`src/ahpt_pkg.sv`:
```
// Shared constants and types for the alert and hot-pin timer block
package ahpt_pkg;
	// Register offsets
	localparam logic [7:0] STAT_ONE_ADDR = 8'h41;
	localparam logic [7:0] STAT_TWO_ADDR = 8'h42;
	localparam logic [7:0] MASK_ONE_ADDR = 8'h74;
	localparam logic [7:0] MASK_TWO_ADDR = 8'h75;
	localparam logic [7:0] CFG_THREE_ADDR = 8'h78;
	localparam logic [7:0] HOT_TIMER_ADDR = 8'h79;
	localparam logic [7:0] HOT_LIMIT_ADDR = 8'h7A;
	localparam logic [7:0] CFG_FOUR_ADDR = 8'h7D;
	// Reset values
	localparam logic [7:0] MASK_RESET = 8'h00;
	localparam logic [7:0] CFG_RESET = 8'h00;
	localparam logic [7:0] LIMIT_RESET = 8'h00;
	// Implemented status bits; bit 7 of the first register is derived
	localparam logic [7:0] STAT_ONE_USED = 8'h75;
	localparam logic [7:0] STAT_TWO_USED = 8'hFE;
	// Field positions
	localparam int ANY_SECOND_STATUS_BIT = 7;
	localparam int FOURTH_FAN_OR_TIMER_BIT = 5;
	localparam int CFG3_ALERT_BIT = 0;
	localparam int CFG3_HOT_EN_BIT = 1;
	localparam int CFG3_FULL_SPEED_OVERRIDE_BIT = 2;
	localparam int CFG4_ALT_ALERT_BIT = 0;
	// Timing
	localparam int CLK_PERIOD_NS = 100;
	localparam int HOT_LSB_NS = 22760000;
	localparam int HOT_LSB_CYCLES = HOT_LSB_NS / CLK_PERIOD_NS;
	localparam int HOT_SUB_W = 18;
	localparam logic [7:0] TIMER_FULL = 8'hFF;
	localparam int FAN_COUNT = 3;

	typedef struct packed {
		logic wr;
		logic rd;
		logic [7:0] addr;
		logic [7:0] wdata;
	} ahpt_reg_req_t;
endpackage

```
`src/ahpt_hot_timer.sv`:
```
// Cumulative hot-pin assertion timer, saturating and cleared on read
`timescale 1ns/1ps
`default_nettype none
module ahpt_hot_timer #(
	parameter int TickCycles = ahpt_pkg::HOT_LSB_CYCLES
) (
	input wire logic ref_clk,
	input wire logic arst_n,
	input wire logic hotActive,
	input wire logic clearRd,
	output logic [7:0] timerValue
);
	import ahpt_pkg::*;

	logic [HOT_SUB_W-1:0] sub_r;
	logic [7:0] units_r;
	logic seen_r;
	wire tickDone = hotActive && (sub_r == HOT_SUB_W'(TickCycles - 1));
	wire unitsFull = (units_r == TIMER_FULL);

	always_ff @(posedge ref_clk or negedge arst_n) begin
		if (!arst_n) begin
			sub_r <= '0;
			units_r <= 8'h00;
			seen_r <= 1'b0;
		end else if (clearRd) begin
			// Read during assertion restarts from zero with bit 0 set
			sub_r <= '0;
			units_r <= 8'h00;
			seen_r <= hotActive;
		end else if (hotActive) begin
			seen_r <= 1'b1;
			if (tickDone) begin
				sub_r <= '0;
				if (!unitsFull) begin
					units_r <= units_r + 8'h01;
				end
			end else if (!unitsFull) begin
				sub_r <= sub_r + HOT_SUB_W'(1);
			end
		end
	end

	// Below two full periods only the first-assertion bit shows
	assign timerValue = (units_r >= 8'h02) ? units_r : {7'h00, seen_r};

	a_first_assert: assert property (@(posedge ref_clk) disable iff (!arst_n)
		(hotActive && !clearRd && timerValue == 8'h00) |=> timerValue == 8'h01)
		else $error("timer bit 0 not set on first assertion");
	a_timer_pause: assert property (@(posedge ref_clk) disable iff (!arst_n)
		(!hotActive && !clearRd) |=> $stable(timerValue) && $stable(units_r))
		else $error("timer moved while hot input negated");
	a_timer_saturate: assert property (@(posedge ref_clk) disable iff (!arst_n)
		(timerValue == 8'hFF && !clearRd) |=> timerValue == 8'hFF)
		else $error("timer left full scale without a read");
	a_read_restart: assert property (@(posedge ref_clk) disable iff (!arst_n)
		(clearRd && hotActive) |=> timerValue == 8'h01 && sub_r == '0)
		else $error("timer read during assertion did not restart at 1");
	a_read_clear: assert property (@(posedge ref_clk) disable iff (!arst_n)
		(clearRd && !hotActive) |=> timerValue == 8'h00)
		else $error("timer not cleared by read");
endmodule
`default_nettype wire

```
`src/ahpt_alert_top.sv`:
```
// Sticky status, alert masking and routing, hot-pin full_speed_override and timer limit
// Operation
// - Out-of-limit condition sets its status bit; held until gone and status read.
// - Alert stays low while unmasked fault persists, then until status read.
// - A mask bit blocks only the alert; the status bit still sets.
// - First mask: 7 all second-register, 6 remote two, 5 local, 4 remote one, 2 supply, 0 2.5V.
// - Second mask: 7,6 diode faults, 5 fan four or timer, 4..2 fans, 1 overtemp.
// - Alert off after reset; config four bit 0 or config three bit 0 route it.
// - Config three bit 1 turns the shared pin into the hot input.
// - With full_speed_override set, running fans go full duty while hot pin is low.
// - Full_speed_override leaves fans that are stopped untouched.
// - Timer runs while hot input asserted, pauses otherwise, accumulating.
// - Timer clears on read and holds at full scale.
// - Bit 0 sets on first assertion; above 45.52 ms counts in 22.76 ms steps.
// - Read during assertion restarts at one; limit zero then sets timer flag.
// - Timer above limit sets second-status bit 5 and alerts unless masked.
// - Limit is eight bits on the timer's own scaling, up to 5.804 s.
// - Limit zero alerts on first assertion, limit one after 45.52 ms.
// - A status read clears a bit only if its condition has gone.
// - First status bit 7 reads one while any second status bit is set.
`timescale 1ns/1ps
`default_nettype none
module ahpt_alert_top #(
	parameter int TickCycles = ahpt_pkg::HOT_LSB_CYCLES
) (
	input wire logic ref_clk,
	input wire logic arst_n,
	input wire ahpt_pkg::ahpt_reg_req_t regReq,
	output logic [7:0] regRdData,
	input wire logic [7:0] statCondOne,
	input wire logic [7:0] statCondTwo,
	input wire logic hotPin_n,
	input wire logic [ahpt_pkg::FAN_COUNT-1:0] fanRunning,
	output logic [ahpt_pkg::FAN_COUNT-1:0] fanFullSpeed,
	output logic alertMain_n,
	output logic alertOnAltPin_n
);
	import ahpt_pkg::*;

	logic [7:0] statOne_r;
	logic [7:0] statTwo_r;
	logic [7:0] maskOne_r;
	logic [7:0] maskTwo_r;
	logic [7:0] cfgThree_r;
	logic [7:0] cfgFour_r;
	logic [7:0] hotLimit_r;
	logic hotSyncA_r;
	logic hotSyncB_r;
	logic [7:0] timerValue;

	// Register decode
	wire wrMaskOne = regReq.wr && regReq.addr == MASK_ONE_ADDR;
	wire wrMaskTwo = regReq.wr && regReq.addr == MASK_TWO_ADDR;
	wire wrCfgThree = regReq.wr && regReq.addr == CFG_THREE_ADDR;
	wire wrCfgFour = regReq.wr && regReq.addr == CFG_FOUR_ADDR;
	wire wrLimit = regReq.wr && regReq.addr == HOT_LIMIT_ADDR;
	wire rdStatOne = regReq.rd && regReq.addr == STAT_ONE_ADDR;
	wire rdStatTwo = regReq.rd && regReq.addr == STAT_TWO_ADDR;
	wire rdTimer = regReq.rd && regReq.addr == HOT_TIMER_ADDR;

	// Configuration fields
	wire alertMainEn = cfgThree_r[CFG3_ALERT_BIT];
	wire alertAltEn = cfgFour_r[CFG4_ALT_ALERT_BIT];
	wire hotEnable = cfgThree_r[CFG3_HOT_EN_BIT];
	wire boostEnable = cfgThree_r[CFG3_FULL_SPEED_OVERRIDE_BIT];

	// Hot pin is asynchronous and active low; gated by its enable
	wire hotActive = hotEnable && !hotSyncB_r;

	// Timer above limit; limit zero trips on the first assertion
	wire timerOver = timerValue > hotLimit_r;

	// With the hot input in use, bit 5 reports the timer instead of fan four
	wire [7:0] condTwo;
	assign condTwo = {statCondTwo[7:6],
		hotEnable ? timerOver : statCondTwo[FOURTH_FAN_OR_TIMER_BIT],
		statCondTwo[4:0]} & STAT_TWO_USED;
	wire [7:0] condOne = statCondOne & STAT_ONE_USED;

	// Sticky update: a live condition always wins over a read clear
	wire [7:0] statOneNxt = (statOne_r & ~(rdStatOne ? ~condOne : 8'h00)) | condOne;
	wire [7:0] statTwoNxt = (statTwo_r & ~(rdStatTwo ? ~condTwo : 8'h00)) | condTwo;

	// Summary bit is derived, never stored, so it can never go stale
	wire anySecondStatusFlag = |statTwo_r;
	wire [7:0] statOneView;
	assign statOneView = {anySecondStatusFlag, statOne_r[6:0]};

	// Masks gate only the alert path, not the status bits
	wire firstPending = |(statOne_r & ~maskOne_r & STAT_ONE_USED);
	wire secondPending = !maskOne_r[ANY_SECOND_STATUS_BIT]
		&& |(statTwo_r & ~maskTwo_r & STAT_TWO_USED);
	wire alertRequest = firstPending || secondPending;

	// Read mux; unmapped offsets answer zero
	wire [7:0] rdMux;
	assign rdMux =
		(regReq.addr == STAT_ONE_ADDR) ? statOneView :
		(regReq.addr == STAT_TWO_ADDR) ? statTwo_r :
		(regReq.addr == MASK_ONE_ADDR) ? maskOne_r :
		(regReq.addr == MASK_TWO_ADDR) ? maskTwo_r :
		(regReq.addr == CFG_THREE_ADDR) ? cfgThree_r :
		(regReq.addr == HOT_TIMER_ADDR) ? timerValue :
		(regReq.addr == HOT_LIMIT_ADDR) ? hotLimit_r :
		(regReq.addr == CFG_FOUR_ADDR) ? cfgFour_r : 8'h00;

	// Full_speed_override only lifts fans that are already spinning
	wire [FAN_COUNT-1:0] boostNxt;
	genvar fanIdx;
	generate
		for (fanIdx = 0; fanIdx < FAN_COUNT; fanIdx++) begin : gFan
			assign boostNxt[fanIdx] = boostEnable && hotActive && fanRunning[fanIdx];
		end
	endgenerate

	ahpt_hot_timer #(
		.TickCycles(TickCycles)
	) uTimer (
		.ref_clk(ref_clk),
		.arst_n(arst_n),
		.hotActive(hotActive),
		.clearRd(rdTimer),
		.timerValue(timerValue)
	);

	always_ff @(posedge ref_clk or negedge arst_n) begin
		if (!arst_n) begin
			hotSyncA_r <= 1'b1;
			hotSyncB_r <= 1'b1;
		end else begin
			hotSyncA_r <= hotPin_n;
			hotSyncB_r <= hotSyncA_r;
		end
	end

	always_ff @(posedge ref_clk or negedge arst_n) begin
		if (!arst_n) begin
			statOne_r <= 8'h00;
			statTwo_r <= 8'h00;
		end else begin
			statOne_r <= statOneNxt;
			statTwo_r <= statTwoNxt;
		end
	end

	always_ff @(posedge ref_clk or negedge arst_n) begin
		if (!arst_n) begin
			maskOne_r <= MASK_RESET;
			maskTwo_r <= MASK_RESET;
			cfgThree_r <= CFG_RESET;
			cfgFour_r <= CFG_RESET;
			hotLimit_r <= LIMIT_RESET;
		end else begin
			if (wrMaskOne) begin
				maskOne_r <= regReq.wdata;
			end
			if (wrMaskTwo) begin
				maskTwo_r <= regReq.wdata;
			end
			if (wrCfgThree) begin
				cfgThree_r <= regReq.wdata;
			end
			if (wrCfgFour) begin
				cfgFour_r <= regReq.wdata;
			end
			if (wrLimit) begin
				hotLimit_r <= regReq.wdata;
			end
		end
	end

	always_ff @(posedge ref_clk or negedge arst_n) begin
		if (!arst_n) begin
			regRdData <= 8'h00;
			alertMain_n <= 1'b1;
			alertOnAltPin_n <= 1'b1;
			fanFullSpeed <= '0;
		end else begin
			if (regReq.rd) begin
				regRdData <= rdMux;
			end
			alertMain_n <= !(alertMainEn && alertRequest);
			alertOnAltPin_n <= !(alertAltEn && alertRequest);
			fanFullSpeed <= boostNxt;
		end
	end

	a_status_sets: assert property (@(posedge ref_clk) disable iff (!arst_n)
		(condOne != 8'h00) |=> ((statOne_r & $past(condOne)) == $past(condOne)))
		else $error("first status missed a live condition");
	a_read_clears: assert property (@(posedge ref_clk) disable iff (!arst_n)
		(rdStatTwo && condTwo == 8'h00) |=> statTwo_r == 8'h00)
		else $error("second status not cleared by read after fault gone");
	a_sticky_hold: assert property (@(posedge ref_clk) disable iff (!arst_n)
		(!rdStatOne && statOne_r != 8'h00) |=> ((statOne_r & $past(statOne_r)) == $past(statOne_r)))
		else $error("status bit dropped without a read");
	a_alert_follows: assert property (@(posedge ref_clk) disable iff (!arst_n)
		(alertMainEn && firstPending) |=> !alertMain_n)
		else $error("alert not asserted for unmasked status");
	a_mask_blocks: assert property (@(posedge ref_clk) disable iff (!arst_n)
		((statOne_r & ~maskOne_r & STAT_ONE_USED) == 8'h00
		&& (maskOne_r[ANY_SECOND_STATUS_BIT]
		|| (statTwo_r & ~maskTwo_r & STAT_TWO_USED) == 8'h00))
		|=> alertMain_n && alertOnAltPin_n)
		else $error("fully masked source drove the alert");
	a_alert_disabled: assert property (@(posedge ref_clk) disable iff (!arst_n)
		(!alertAltEn) |=> alertOnAltPin_n)
		else $error("alternate alert pin driven while disabled");
	a_summary_bit: assert property (@(posedge ref_clk) disable iff (!arst_n)
		(rdStatOne && statTwo_r != 8'h00) |=> regRdData[7])
		else $error("summary bit clear with second status set");
	a_full_speed_override_stopped: assert property (@(posedge ref_clk) disable iff (!arst_n)
		(fanRunning == '0) |=> fanFullSpeed == '0)
		else $error("full_speed_override drove a stopped fan");
	a_full_speed_override_running: assert property (@(posedge ref_clk) disable iff (!arst_n)
		(boostEnable && hotEnable && !hotSyncB_r)
		|=> (fanFullSpeed & $past(fanRunning)) == $past(fanRunning))
		else $error("full_speed_override missed running fans while hot");
	a_limit_flag: assert property (@(posedge ref_clk) disable iff (!arst_n)
		(hotEnable && timerValue > hotLimit_r) |=> statTwo_r[FOURTH_FAN_OR_TIMER_BIT])
		else $error("timer over limit did not set status bit 5");
	a_hot_sync: assert property (@(posedge ref_clk) disable iff (!arst_n)
		$past(arst_n, 2) |-> hotActive == (hotEnable && !$past(hotPin_n, 2)))
		else $error("hot input does not follow the enabled pin");
	a_alert_second: assert property (@(posedge ref_clk) disable iff (!arst_n)
		(alertMainEn && secondPending) |=> !alertMain_n)
		else $error("alert not asserted for unmasked second status");
	a_alt_follows: assert property (@(posedge ref_clk) disable iff (!arst_n)
		(alertAltEn && alertRequest) |=> !alertOnAltPin_n)
		else $error("alternate alert not asserted for pending source");
	a_alert_idle: assert property (@(posedge ref_clk) disable iff (!arst_n)
		(!alertMainEn) |=> alertMain_n)
		else $error("main alert driven while disabled");
	a_read_clears_one: assert property (@(posedge ref_clk) disable iff (!arst_n)
		(rdStatOne && condOne == 8'h00) |=> statOne_r == 8'h00)
		else $error("first status not cleared by read after fault gone");
	a_limit_stored: assert property (@(posedge ref_clk) disable iff (!arst_n)
		wrLimit |=> hotLimit_r == $past(regReq.wdata))
		else $error("limit register did not take the written value");
endmodule
`default_nettype wire

```
`config.mk`:
```
export PLATFORM = sky130hd
export DESIGN_NAME = ahpt_alert_top
export DESIGN_NICKNAME = d
export VERILOG_FILES = /design/src/ahpt_pkg.sv /design/src/ahpt_hot_timer.sv /design/src/ahpt_alert_top.sv
export SDC_FILE = /design/constraint.sdc
export NUM_CORES = 1
export LEC_CHECK = 0
export ABC_CLOCK_PERIOD_IN_PS = 2900
export BUFFER_PORTS_ARGS = -buffer_cell sky130_fd_sc_hd__buf_4
export CAP_MARGIN = 30
export CELL_PAD_IN_SITES_DETAIL_PLACEMENT = 1
export CELL_PAD_IN_SITES_GLOBAL_PLACEMENT = 1
export CORE_MARGIN = 2
export CORE_UTILIZATION = 48
export CTS_BUF_LIST = sky130_fd_sc_hd__clkbuf_4 sky130_fd_sc_hd__clkbuf_8
export DETAILED_ROUTE_END_ITERATION = 7
export GPL_TIMING_DRIVEN = 0
export PLACE_DENSITY_LB_ADDON = 0.05
export SETUP_SLACK_MARGIN = 0.15
export SKIP_CTS_REPAIR_TIMING = 1
export SYNTH_ARGS = -nofsm -noshare
export SYNTH_HDL_FRONTEND = slang
export SYNTH_SLANG_ARGS = --single-unit
```
`constraint.sdc`:
```
create_clock -name ref_clk -period 2.9 [get_ports ref_clk]
set_clock_uncertainty 0.15 [all_clocks]
set_input_delay 0.435 -clock ref_clk [delete_from_list [all_inputs] [get_ports ref_clk]]
set_output_delay 0.435 -clock ref_clk [all_outputs]
set_load 0.05 [all_outputs]
```
==> summary by stage <==
Outcome
The run finished with clean final reports.

Worst setup path
In this run the worst path has a maximum fanout of 8. In this design, the stage delay of the slowest critical-path cell is between 0.4 and 0.5 ns. The critical path arrival is about 2.6 ns.

STA classifies the critical path endpoint as a flip-flop. For flop-to-flop paths, the worst setup slack is around 0.37 ns. The critical path goes through ha_1, nor4_2, a21oi_1, a31oi_2, ha_1, nor2b_1, o21a_1, o21a_1, o21ai_0, o211ai_1. The worst setup path is of the reg2reg kind. The sort of element at the start of the critical path is a flip-flop.

On the critical path, the stage with the largest delay is an instance of dfrtp_1. The data required time of the worst path is 3.00 ns.

Synthesis
After synthesis, the netlist uses slightly below 70 different library cells. The number of flops mapped to enable cells by yosys is 0. For this run, the leading register cell type out of synthesis is dfrtp_1. The leading cell type by number of instances after synthesis is dfrtp_1. The largest total area in the synthesized netlist belongs to dfrtp_1. The average size of a mapped cell is 10.6 um2. After synthesis, the largest area contributor takes up 45.7% of total cell area. The share of synthesized flip-flops with an asynchronous set or reset is 100%.

Ranked by instance count, the synthesized netlist is headed by dfrtp_1, mux2_2, nor2_1, nand2_1, inv_1. Counting every instance in the synthesized netlist gives just under 500. After synthesis, the cell types taking the most area are dfrtp_1, mux2_2, ha_1. The net count of the mapped netlist is 533. Sequential elements use a little under half of the synthesized area. Synthesis inferred between 90 and 100 register bits.

The area of the mapped netlist is just over 0.005 mm2. Yosys printed 0 warnings.

Global routing
The first global-routing pass estimated 22.7 mm of wire. The number of antenna violations at the first check in global routing is 0. The number of global-route vias before repair was about 4.4k. The overall fraction of global-route tracks in use is between 20% and 30%.

The largest net degree at the start of global routing is 67. Summed over all layers, the global routing overflow is 0.

Power
Of the total power, combinational logic draws 12.2%. The analysis attributes to net switching a power of between 0.0007 and 0.0008 W. The peak supply drop is 0.000290 V.

Summed over all cells, the static leakage comes to between 2 and 3 nW. The proportion of power drawn by flip-flops and latches is approximately 50%. Net switching is between 20% and 30% of the power.

Cell internal power was estimated by the tool at 0.00215 W. The total power per unit cell area is 496 mW/mm2. The share of total power dissipated in the clock network is 37.6%.

Route
In the routed layout, each cell is associated on average with a via count of between 5 and 6. The number of DRC violations after detailed-routing iteration 0 is 103. The number of design rule violations left after detail routing is 0. In the final routed layout, each cell accounts on average for just over 20 um. The antenna violation net count after detailed routing is 0. The first TritonRoute pass finished after 4 iterations. The total vias in the final route is 4061. Summed over all layers, the routed wires come to approximately 14 mm.

Clock tree
TritonCTS built the clock tree. Clock-pin slew was measured on the worst setup and hold paths at approximately 0.1 ns. In this run, CTS created clock tree buffers numbering 9. The longest clock path from root to sink contains 2 buffers. For the worst-skew pair, the clock arrives at the later sink with an insertion delay of 0.37 ns. In this run the clock root is driven by a clkbuf_8.

CTS saw 97 sinks. The H-tree was split into 3 levels.

Timing
At the pin with the least slew margin, the transition time is around 1.1 ns. The post-route fraction of the period consumed by the critical path is between 80% and 90%. The total negative setup slack is 0 ns. For this run, the top clock speed supported by timing is about 400 MHz.

Setup repair after global routing left no endpoint under its margin. The number of max-slew violations in the final report is 0. The worst max-slew margin expressed relative to the limit is about a quarter. The final worst-path setup slack is between 0.3 and 0.4 ns. Across all hold checks on the routed design, the worst slack comes to between 0.02 and 0.025 ns. The time the worst path needs with I/O delays and setup is around 2.5 ns. Setup violations remaining at the end of the flow were counted as 0.

The hold violation count in the final report came to 0.

Min path
The path class of the tightest hold or removal check is in2reg.

Place
The minimum setup slack after placement is 0.318 ns. The placed wire-length estimate is between 10 and 15 mm. In this run the tool buffered the top-level ports with 45 buffer cells. The last weighted congestion value of the routability-driven placer is approximately 0.86.

Die
The boundary pin count is 53. The floorplan has 37 rows. The area of the die is 0.0115 mm2.

The die is roughly 110 um tall. After floorplanning, the core was sized to cover between 0.01 and 0.015 mm2. Once the floorplan was initialized, standard cells occupied 49.4% of the core.

The die is roughly 110 um wide.

Cells and area
The number of nets in the layout is 591. From synthesis to final layout, the design area changed by 15.8%. Ranked by flip-flop count, first place goes to uTimer.sub_r. The final-layout fill cell count is approximately 1.1k. Once layout is complete, the utilization of the core stands at 57.2%.

0 antenna diodes ended up in the layout. The share of final-layout standard cells stronger than drive strength 1 is between 20 and 30%. The flip-flop count of the largest register after layout is 18.

Flow run
Max-cap violations in this run came to 0.
==> through the flow <==
step	cells	cell area, um2	power [W]
4_1_cts	680	5880	0.00294
5_1_grt	681	5900	0.00304
3_3_place_gp	663	5600	0.00183
3_5_place_dp	664	5630	0.00185
2_1_floorplan	482	5100	0.00168
6_report	681	5900	0.00293
==> area by class of cell <==
type	instances	area [um2]	area share [%]
multi-input cells	339	2480	41.9
flip-flops and latches	97	2430	41.2
repair buffers	47	375	6.36
well taps	136	170	2.88
clock inverters	7	125	2.12
clock buffers	9	124	2.10
plain buffers	22	110	1.87
inverters	24	90.1	1.53
==> power by group through the flow <==
| stage | Combinational, W | Clock, W | Sequential, W |
|---|---|---|---|
| 6_report | 0.000357 | 0.00110 | 0.00147 |
| 5_1_grt | 0.000394 | 0.00117 | 0.00148 |
| 4_1_cts | 0.000359 | 0.00111 | 0.00147 |
| 3_5_place_dp | 0.000355 | 0 | 0.00149 |
| 3_3_place_gp | 0.000336 | 0 | 0.00149 |
| 2_1_floorplan | 0.000181 | 0 | 0.00150 |
==> cells in the final DEF, fill, tap and decap left out, types with 4 or more instances in the layout <==
cell	netlist	routed
xor2_1	4	4
buf_4	2	47
a21o_1	16	16
o22ai_1	11	11
clkbuf_8	1	10
nor3_1	9	9
a21oi_1	22	22
and3_1	8	8
mux2_2	44	44
dfstp_2	4	4
nand2_1	29	29
nor2b_1	5	5
buf_2	7	7
clkbuf_1	11	11
inv_1	24	24
xnor2_1	14	14
and2_1	5	5
nand2b_1	7	7
dfrtp_1	93	93
nor2_1	32	32
nor4_1	10	9
nand4_1	6	6
a221oi_1	5	5
o211ai_1	5	5
mux2i_1	5	5
nand3_1	13	13
ha_1	11	11
o21ai_0	17	17
==> worst max-delay path, delay by kind of cell, from the launching register on <==
kind / cells / cell delay [ns]
and+or+nand+nor: 2 / 0.38
AOI/OAI and AO/OA: 6 / 0.97
DFF: 1 / 0.48
adders and majority gates: 2 / 0.42
==> cells by family after synthesis <==
logic type / Yosys count / synth area share (%)
flip-flops: 97 / 47.7
XOR/XNOR: 18 / 3.09
adder cells (fa/ha/maj): 11 / 2.70
AO/OA/AOI/OAI: 103 / 13.6
multiplexers: 49 / 10.7
AND/OR/NAND/NOR: 158 / 18.2
buffers and inverters: 46 / 3.93
==> layer usage <==
metal | track usage [%] | up-vias | wire (um) | part of all wire [%]
li1 | - | 1864 | - | -
met1 | 32.5 | 2067 | 5870 | 42
met2 | 44.0 | 96 | 7140 | 51
met3 | 4.74 | 34 | 590 | 4.2
met4 | 10.6 | 0 | 447 | 3.2
met5 | 0 | - | 0 | 0
==> worst paths after layout <==
check                                              start                        to  depth (start not counted)
max                        uTimer.units_r[1]$_DFFE_PN0P_    statTwo_r[5]$_DFF_PN0_                         10
min                                             hotPin_n      hotSyncA_r$_DFF_PN1_                          1
max reg2reg                uTimer.units_r[1]$_DFFE_PN0P_    statTwo_r[5]$_DFF_PN0_                         10
min reg2reg                         hotSyncA_r$_DFF_PN1_      hotSyncB_r$_DFF_PN1_                          0
max in group asynchronous                         arst_n      hotSyncA_r$_DFF_PN1_                          3
min in group asynchronous                         arst_n  cfgFour_r[7]$_DFFE_PN0P_                          2
Note: power is estimated with default switching activity, not from simulation.
